$ cat src/verilog/spi_port_params.svh
/*
 * Constants of the paged SPI register port: command byte fields, page codes,
 * address limits and link timing figures.
 * Assumes inclusion by bare name from the design files.
 */
`ifndef SPI_PORT_PARAMS_SVH
`define SPI_PORT_PARAMS_SVH

// Command byte fields
`define SPI_CMD_ADDR_MSB 7
`define SPI_CMD_ADDR_LSB 1
`define SPI_CMD_DIR_BIT 0
`define SPI_DIR_WRITE 1'b0
`define SPI_DIR_READ 1'b1

// Byte framing
`define SPI_LAST_BIT 3'h7
`define SPI_BIT_CNT_RESET 3'h0
`define SPI_TX_IDLE 8'h00

// Address map
`define SPI_PAGE_SELECT_ADDR 7'h00
`define SPI_LAST_ADDR 7'h7F
`define SPI_ADDR_RESET 7'h00

// Page select codes and reset page
`define SPI_PAGE0_CODE 8'h00
`define SPI_PAGE1_CODE 8'h01
`define SPI_PAGE_RESET 1'b0
`define SPI_REG_RESET 8'h00

// Synchroniser reset levels: select high, clock low, data low, mode low
`define SPI_SYNC_RESET 4'h1

// Host side timing figures
`define SPI_SYS_CLK_PERIOD_NS 25
`define SPI_CS_GAP_NS 6250
`define SPI_CS_GAP_CYCLES ((`SPI_CS_GAP_NS + `SPI_SYS_CLK_PERIOD_NS - 1) / `SPI_SYS_CLK_PERIOD_NS)

`endif

$ cat src/verilog/spi_port_pkg.sv
/*
 * Types of the paged SPI register port.
 * Assumes nothing of its surroundings.
 */
package spi_port_pkg;

    typedef enum logic [2:0] {
        ST_IDLE,
        ST_CMD,
        ST_WDATA,
        ST_RDATA,
        ST_HALT
    } spi_state_t;

endpackage : spi_port_pkg

$ cat src/verilog/pin_sync.sv
/*
 * Two flip-flop synchroniser for a group of pin levels.
 * Assumes the outputs are read only in the i_clk_sys domain.
 */
`timescale 1ns/1ps

module pin_sync #(
    parameter int WIDTH = 4,
    parameter logic [WIDTH-1:0] RESET_VAL = '0
) (
    // Clock, reset, enable
    input wire logic i_clk_sys,
    input wire logic i_rst_b,
    input wire logic i_ce,
    // Levels
    input wire logic [WIDTH-1:0] i_async,
    output logic [WIDTH-1:0] o_sync
);

    genvar g;
    generate
        for (g = 0; g < WIDTH; g++) begin : g_bit
            logic meta_reg;
            logic meta_next;
            logic sync_reg;
            logic sync_next;
            always_comb begin
                meta_next = i_ce ? i_async[g] : meta_reg;
                sync_next = i_ce ? meta_reg : sync_reg;
            end
            always_ff @(posedge i_clk_sys or negedge i_rst_b) begin
                if (!i_rst_b) begin
                    meta_reg <= RESET_VAL[g];
                    sync_reg <= RESET_VAL[g];
                end else begin
                    meta_reg <= meta_next;
                    sync_reg <= sync_next;
                end
            end
            assign o_sync[g] = sync_reg;
        end
    endgenerate

endmodule : pin_sync

$ cat src/verilog/page_reg_file.sv
/*
 * Two pages of 128 eight-bit registers, one write port, one async read port.
 * Assumes address 0 is handled by the caller as the page select register.
 */
`timescale 1ns/1ps
`include "spi_port_params.svh"

module page_reg_file #(
    parameter int PAGES = 2,
    parameter int ADDR_W = 7
) (
    // Clock, reset, enable
    input wire logic i_clk_sys,
    input wire logic i_rst_b,
    input wire logic i_ce,
    // Write port
    input wire logic i_wr_en,
    input wire logic i_wr_page,
    input wire logic [ADDR_W-1:0] i_wr_addr,
    input wire logic [7:0] i_wr_data,
    // Read port
    input wire logic i_rd_page,
    input wire logic [ADDR_W-1:0] i_rd_addr,
    output logic [7:0] o_rd_data
);

    localparam int DEPTH = PAGES << ADDR_W;

    logic [7:0] mem_reg [DEPTH];

    always_ff @(posedge i_clk_sys or negedge i_rst_b) begin
        if (!i_rst_b) begin
            for (int i = 0; i < DEPTH; i++) begin
                mem_reg[i] <= `SPI_REG_RESET;
            end
        end else if (i_ce && i_wr_en) begin
            mem_reg[{i_wr_page, i_wr_addr}] <= i_wr_data;
        end
    end

    assign o_rd_data = mem_reg[{i_rd_page, i_rd_addr}];

endmodule : page_reg_file

$ cat src/verilog/paged_spi_register_port.sv
/*
 * SPI slave control port with a paged 8-bit register map (mode 1: idle-low
 * clock, change on rising edge, sample on falling edge, MSB first).
 * Assumes the master clock, select and data arrive asynchronously and that
 * the master clock is at most a quarter of i_clk_sys.
 */
`timescale 1ns/1ps
`include "spi_port_params.svh"

module paged_spi_register_port #(
    parameter int ADDR_W = 7
) (
    // Clock, reset, enable
    input wire logic i_clk_sys,
    input wire logic i_rst_b,
    input wire logic i_ce,
    // Protocol select, high for SPI
    input wire logic i_protocol_select,
    // SPI pins
    input wire logic i_spi_select_n,
    input wire logic i_multi_pin_1,
    input wire logic i_multi_pin_3,
    output logic o_multi_pin_2,
    output logic o_multi_pin_2_oe,
    // Register write notifications to the codec core
    output logic o_wr_strobe,
    output logic o_wr_page,
    output logic [ADDR_W-1:0] o_wr_addr,
    output logic [7:0] o_wr_data,
    output logic o_active_page
);

    // Address decode shared by read and write paths
    function automatic logic is_page_sel(input logic [ADDR_W-1:0] addr);
        is_page_sel = (addr == `SPI_PAGE_SELECT_ADDR);
    endfunction : is_page_sel

    // Synchronised pins
    logic [3:0] pins_s;
    logic spi_mode_s;
    logic cs_n_s;
    logic sclk_s;
    logic mosi_s;

    pin_sync #(
        .WIDTH(4),
        .RESET_VAL(`SPI_SYNC_RESET)
    ) u_pin_sync (
        .i_clk_sys(i_clk_sys),
        .i_rst_b(i_rst_b),
        .i_ce(i_ce),
        .i_async({i_protocol_select, i_multi_pin_3, i_multi_pin_1, i_spi_select_n}),
        .o_sync(pins_s)
    );

    assign cs_n_s = pins_s[0];
    assign sclk_s = pins_s[1];
    assign mosi_s = pins_s[2];
    assign spi_mode_s = pins_s[3];

    // State
    spi_port_pkg::spi_state_t state_reg;
    spi_port_pkg::spi_state_t state_next;
    logic cs_n_prev_reg;
    logic cs_n_prev_next;
    logic sclk_prev_reg;
    logic sclk_prev_next;
    logic [2:0] bit_cnt_reg;
    logic [2:0] bit_cnt_next;
    logic [7:0] rx_reg;
    logic [7:0] rx_next;
    logic [7:0] tx_reg;
    logic [7:0] tx_next;
    logic miso_reg;
    logic miso_next;
    logic oe_reg;
    logic oe_next;
    logic [ADDR_W-1:0] addr_reg;
    logic [ADDR_W-1:0] addr_next;
    logic page_reg;
    logic page_next;
    logic wr_strobe_reg;
    logic wr_strobe_next;
    logic wr_page_reg;
    logic wr_page_next;
    logic [ADDR_W-1:0] wr_addr_reg;
    logic [ADDR_W-1:0] wr_addr_next;
    logic [7:0] wr_data_reg;
    logic [7:0] wr_data_next;

    // Events and datapath
    logic cs_fall;
    logic cs_rise;
    logic sclk_rise;
    logic sclk_fall;
    logic byte_done;
    logic [7:0] rx_byte;
    logic [ADDR_W-1:0] addr_inc;
    logic [ADDR_W-1:0] rd_addr;
    logic [7:0] rd_file;
    logic [7:0] rd_value;
    logic file_wr_en;

    assign cs_fall = i_ce && cs_n_prev_reg && !cs_n_s;
    assign cs_rise = i_ce && !cs_n_prev_reg && cs_n_s;
    assign sclk_rise = i_ce && !sclk_prev_reg && sclk_s;
    assign sclk_fall = i_ce && sclk_prev_reg && !sclk_s;
    assign byte_done = sclk_fall && (bit_cnt_reg == `SPI_LAST_BIT);
    assign rx_byte = {rx_reg[6:0], mosi_s};
    assign addr_inc = ADDR_W'(addr_reg + 1'b1);
    assign rd_addr = (state_reg == spi_port_pkg::ST_CMD) ? rx_byte[`SPI_CMD_ADDR_MSB:`SPI_CMD_ADDR_LSB] : addr_inc;
    assign rd_value = is_page_sel(rd_addr) ? {7'h00, page_reg} : rd_file;

    page_reg_file #(
        .PAGES(2),
        .ADDR_W(ADDR_W)
    ) u_page_reg_file (
        .i_clk_sys(i_clk_sys),
        .i_rst_b(i_rst_b),
        .i_ce(i_ce),
        .i_wr_en(file_wr_en),
        .i_wr_page(page_reg),
        .i_wr_addr(addr_reg),
        .i_wr_data(rx_byte),
        .i_rd_page(page_reg),
        .i_rd_addr(rd_addr),
        .o_rd_data(rd_file)
    );

    always_comb begin
        state_next = state_reg;
        cs_n_prev_next = i_ce ? cs_n_s : cs_n_prev_reg;
        sclk_prev_next = i_ce ? sclk_s : sclk_prev_reg;
        bit_cnt_next = bit_cnt_reg;
        rx_next = rx_reg;
        tx_next = tx_reg;
        miso_next = miso_reg;
        addr_next = addr_reg;
        page_next = page_reg;
        wr_strobe_next = i_ce ? 1'b0 : wr_strobe_reg;
        wr_page_next = wr_page_reg;
        wr_addr_next = wr_addr_reg;
        wr_data_next = wr_data_reg;
        file_wr_en = 1'b0;
        if (!spi_mode_s || cs_rise) begin
            state_next = spi_port_pkg::ST_IDLE;
            miso_next = 1'b0;
        end else if (cs_fall) begin
            state_next = spi_port_pkg::ST_CMD;
            bit_cnt_next = `SPI_BIT_CNT_RESET;
            tx_next = `SPI_TX_IDLE;
            miso_next = 1'b0;
        end else if (state_reg != spi_port_pkg::ST_IDLE) begin
            if (sclk_rise) begin
                miso_next = tx_reg[7];
                tx_next = {tx_reg[6:0], 1'b0};
            end
            if (sclk_fall) begin
                rx_next = rx_byte;
                bit_cnt_next = 3'(bit_cnt_reg + 1'b1);
            end
            if (byte_done) begin
                unique case (state_reg)
                    spi_port_pkg::ST_CMD: begin
                        addr_next = rx_byte[`SPI_CMD_ADDR_MSB:`SPI_CMD_ADDR_LSB];
                        if (rx_byte[`SPI_CMD_DIR_BIT] == `SPI_DIR_WRITE) begin
                            state_next = spi_port_pkg::ST_WDATA;
                        end else begin
                            state_next = spi_port_pkg::ST_RDATA;
                            tx_next = rd_value;
                        end
                    end
                    spi_port_pkg::ST_WDATA: begin
                        wr_strobe_next = 1'b1;
                        wr_page_next = page_reg;
                        wr_addr_next = addr_reg;
                        wr_data_next = rx_byte;
                        if (is_page_sel(addr_reg)) begin
                            if (rx_byte == `SPI_PAGE1_CODE) begin
                                page_next = 1'b1;
                            end else if (rx_byte == `SPI_PAGE0_CODE) begin
                                page_next = 1'b0;
                            end
                        end else begin
                            file_wr_en = 1'b1;
                        end
                        if (addr_reg == `SPI_LAST_ADDR) begin
                            state_next = spi_port_pkg::ST_HALT;
                        end else begin
                            addr_next = addr_inc;
                        end
                    end
                    spi_port_pkg::ST_RDATA: begin
                        if (addr_reg == `SPI_LAST_ADDR) begin
                            state_next = spi_port_pkg::ST_HALT;
                            tx_next = `SPI_TX_IDLE;
                        end else begin
                            addr_next = addr_inc;
                            tx_next = rd_value;
                        end
                    end
                    spi_port_pkg::ST_HALT: begin
                        tx_next = `SPI_TX_IDLE;
                    end
                    default: begin
                        state_next = spi_port_pkg::ST_IDLE;
                    end
                endcase
            end
        end
        oe_next = (state_next != spi_port_pkg::ST_IDLE);
    end

    always_ff @(posedge i_clk_sys or negedge i_rst_b) begin
        if (!i_rst_b) begin
            state_reg <= spi_port_pkg::ST_IDLE;
            cs_n_prev_reg <= 1'b1;
            sclk_prev_reg <= 1'b0;
            bit_cnt_reg <= `SPI_BIT_CNT_RESET;
            rx_reg <= `SPI_TX_IDLE;
            tx_reg <= `SPI_TX_IDLE;
            miso_reg <= 1'b0;
            oe_reg <= 1'b0;
            addr_reg <= `SPI_ADDR_RESET;
            page_reg <= `SPI_PAGE_RESET;
            wr_strobe_reg <= 1'b0;
            wr_page_reg <= 1'b0;
            wr_addr_reg <= `SPI_ADDR_RESET;
            wr_data_reg <= `SPI_REG_RESET;
        end else if (i_ce) begin
            state_reg <= state_next;
            cs_n_prev_reg <= cs_n_prev_next;
            sclk_prev_reg <= sclk_prev_next;
            bit_cnt_reg <= bit_cnt_next;
            rx_reg <= rx_next;
            tx_reg <= tx_next;
            miso_reg <= miso_next;
            oe_reg <= oe_next;
            addr_reg <= addr_next;
            page_reg <= page_next;
            wr_strobe_reg <= wr_strobe_next;
            wr_page_reg <= wr_page_next;
            wr_addr_reg <= wr_addr_next;
            wr_data_reg <= wr_data_next;
        end
    end

    assign o_multi_pin_2 = miso_reg;
    assign o_multi_pin_2_oe = oe_reg;
    assign o_wr_strobe = wr_strobe_reg;
    assign o_wr_page = wr_page_reg;
    assign o_wr_addr = wr_addr_reg;
    assign o_wr_data = wr_data_reg;
    assign o_active_page = page_reg;

    // Checks
    logic rst_done_reg;
    always_ff @(posedge i_clk_sys or negedge i_rst_b) begin
        if (!i_rst_b) begin
            rst_done_reg <= 1'b0;
        end else begin
            rst_done_reg <= 1'b1;
        end
    end
endmodule : paged_spi_register_port

$ cat config.mk
export PLATFORM = sky130hd
export DESIGN_NAME = paged_spi_register_port
export DESIGN_NICKNAME = d
export VERILOG_FILES = /design/src/verilog/spi_port_pkg.sv /design/src/verilog/pin_sync.sv /design/src/verilog/page_reg_file.sv /design/src/verilog/paged_spi_register_port.sv
export VERILOG_INCLUDE_DIRS = /design/src /design/src/verilog
export SDC_FILE = /design/constraint.sdc
export NUM_CORES = 2
export LEC_CHECK = 0
export ABC_AREA = 1
export BUFFER_PORTS_ARGS = -buffer_cell sky130_fd_sc_hd__buf_2
export CORE_UTILIZATION = 25
export CTS_BUF_LIST = sky130_fd_sc_hd__clkbuf_8 sky130_fd_sc_hd__clkbuf_16
export CTS_CLUSTER_DIAMETER = 50
export CTS_CLUSTER_SIZE = 12
export DETAILED_ROUTE_END_ITERATION = 7
export GPL_TIMING_DRIVEN = 0
export HOLD_SLACK_MARGIN = 0.08
export PLACE_DENSITY = 0.38
export SYNTH_ARGS = -nofsm -noshare
export SYNTH_HDL_FRONTEND = slang
export SYNTH_SLANG_ARGS = --single-unit
$ cat constraint.sdc
create_clock -name i_clk_sys -period 4.85 [get_ports i_clk_sys]
set_input_delay 0.2425 -clock i_clk_sys [delete_from_list [all_inputs] [get_ports i_clk_sys]]
set_output_delay 0.2425 -clock i_clk_sys [all_outputs]
set_load 0.005 [all_outputs]
==> results.md <==
* Status: complete, but fails checks
* Failing checks: max-capacitance violations, max-slew violations, negative setup slack
* Design Area, Final at 121800 um2
* Post-synth EDFFs at 0
* Initial core utilization at 0.2516
* Vias per Instance at 5.237
* Register area at 52700 um2
* Final setup viols at 8
* Worst hold-check path type: input port to asynchronous set/reset pin
* Worst-path clk slew at about 0.070 ns
* First-pass GRT wire length at 848200 um
* TritonRoute pass-1 iters at 5
* Area after DPL at around 110000 um2
* DP Worst Slack at -1.373 ns
* Cell with the most instances after synthesis: nand2_1
* Final Max Tran Viols at 22
* Ys async rst share at 1.000
* CP arrival at between 6 and 7 ns
* Leak pwr at 52.98 nW
* Final Util at 0.3020
* Final worst slack at -0.2799 ns
* Synth area leaders: dfrtp_1, nand2_1, nand3_1
* Worst setup SP type: flop
* Largest net degree at the start of global routing at 147
* Met2 WL post-DR at 272100 um
* Metal-1 WL at approximately 260000 um
* Clock latency on the worst-skew pair at 1.00 ns
* Gate Count Post-Synth at around 13000
* Post-synthesis sequential area ratio at 0.5193
* Clock sink total at 2106
* Post-DP HPWL at ~450000 um
* ANT nets after route at 0
* Critical Path End Type: flop
* Tcrit/Tclk final at 1.058
* Final instance count without filler cells at 18890
* Top_reg_cell synth: dfrtp_1
* Slew @ Worst Pin at between 1.5 and 2 ns
* Max Used Layer: met5
* H-tree Lvls at 5
* Final Hold Slack at 0.04267 ns
* Peak VDD IR at around 0.00026 V
* Inst Count DP at 18190
* Fmax at ~0.19 GHz
* Crit path max fanout at 10
* Post-Syn Area at 101500 um2
* GPL Wtd Cong at around 1
* Length of routed met3 wiring at 57830 um
* Period minus WS final at 5.130 ns
* Tot Pwr at 44.65 mW
* Synth cell count leaders: nand2_1, dfrtp_1, nand3_1, o21ai_0, inv_1
* Chip width at 639.2 um
* WS Path Type: flop to flop
* Hold Violations, Final at 0
* Aggregate global routing overflow at 0
* CTS tree: done
* Synth Area per Inst at 7.982 um2
* Yosys warning count at 0
* Total GRT Usage at 0.3059
* Share of cells above drive strength 1 at 0.1414
* Routed length per instance at approximately 34 um
* I/O pins at 27
* Core area at around 400000 um2
* Fin nets at 13150
* Initial antenna violation count at 120
* Share of the synthesized area in the top cell type at 0.5185
* Num CTS Buffers at between 300 and 400
* Die height at 639.2 um
* WL final at 639000 um
* # fillers at 44160
* Yosys reg bits at 2106
* Via count of the routed design at just under 100k
* Skew final at 0.06654 ns
* Footprint of the multi-input gates at 40470 um2
* Port bufs at 25
* Max-slew headroom at -0.06056
* Vias in the first global route at 91830
* DIE AREA at 408600 um2
* Root Driver: clkbuf_16
* DR DRC count at 0
* Syn_nets at roughly 13000
* Unique cell type count in the Yosys netlist at 39
* Setup TNS Final at -1.583 ns
* Data required, critical path at 5.78 ns
* Area Growth Syn to Fin at 20.05%
* Iteration-0 DRC Markers at 13540
* Largest register FFs at 2048
* Dominant cell type by area after synthesis: dfrtp_1
* Pwr dens at 366.4 nW/um2
* Max cap viols at 2
* Num rows at 233
* CTS max path bufs at 4
## timing repair
action	CTS	global route
setup buffers	3	2
hold buffers	19	0
gates cloned	0	0
endpoints found under the hold margin	573	0
setup endpoints to repair	8	8
pin swaps	0	0
resized for setup	157	65
## final timing paths
| kind | from | endpoint | slack (ns) | depth (start not counted) |
|---|---|---|---|---|
| worst min-delay path | i_rst_b | u_page_reg_file.mem_reg[67] | 0.04 | 3 |
| worst max-delay path | rx_reg[0] | tx_reg[5] | -0.28 | 18 |
| worst max register to register | rx_reg[0] | tx_reg[5] | -0.28 | 18 |
| min in group i_clk_sys | i_ce | cs_n_prev_reg | 0.14 | 4 |
| max in group asynchronous | i_rst_b | u_page_reg_file.mem_reg[1333] | 1.75 | 7 |
| worst min register to register | u_page_reg_file.mem_reg[2047] | u_page_reg_file.mem_reg[2047] | 0.45 | 1 |
## kinds of logic after synthesis
family | count (synthesis) | share of synthesized area
fa+ha+maj | 6 | 0.0007396
compound gates | 2282 | 0.1168
xor+xnor | 1 | 0.00008631
flops | 2106 | 0.5193
simple gates | 6272 | 0.2806
buf+inv | 2049 | 0.08257
## layout by cell type (no fill, tap or decap), types with 228 or more instances in the layout
cell type / Yosys / layout
clkbuf_16: 0 / 334
clkbuf_1: 556 / 422
o21ai_0: 1203 / 1203
or2_1: 228 / 228
or2_2: 525 / 525
dfrtp_1: 2103 / 2103
buf_2: 287 / 304
nand3_1: 1885 / 1882
o21ai_1: 900 / 900
inv_1: 1053 / 1089
nand2_1: 3402 / 3402
## power by group
| group | switching [mW] | leakage [nW] | internal [mW] |
|---|---|---|---|
| sequential | 0.0401 | 29.4 | 17.6 |
| clock | 10.1 | 5.65 | 15.2 |
| combinational | 1.48 | 18.0 | 0.264 |
## routing by layer
| layer | track usage | vias up |
|---|---|---|
| li1 | - | 42250 |
| met3 | 0.07013 | 1380 |
| met2 | 0.4492 | 5382 |
| met4 | 0.1949 | 18 |
| met1 | 0.4039 | 49930 |
| met5 | 0 | - |
## worst max-delay path: stages (launching register included)
cell	delay, ns
dfrtp_1	0.49
clkinvlp_4	0.32
nand3_2	0.30
nand2_1	0.19
buf_2	0.44
clkbuf_1	1.02
or2_2	0.25
nand3_1	0.13
nand3_1	0.15
nand3_1	0.25
nand3_1	0.29
nand3_1	0.22
nand3_1	0.22
nand2_1	0.07
nand2_1	0.07
nand3_1	0.32
nand2_1	0.15
nand2_1	0.06
nand2_1	0.08
## cell type report
class                      count  area share
antenna                       80    0.001643
timing repair buffer          95     0.01203
inverter                    1064     0.03284
clock buffer                 366     0.07221
tap                         5405     0.05550
sequential                  2106      0.4325
buffer                       985     0.04020
clock inverter               232     0.02093
multi-input combinational   8561      0.3321
Note: power is estimated with default switching activity, not from simulation.
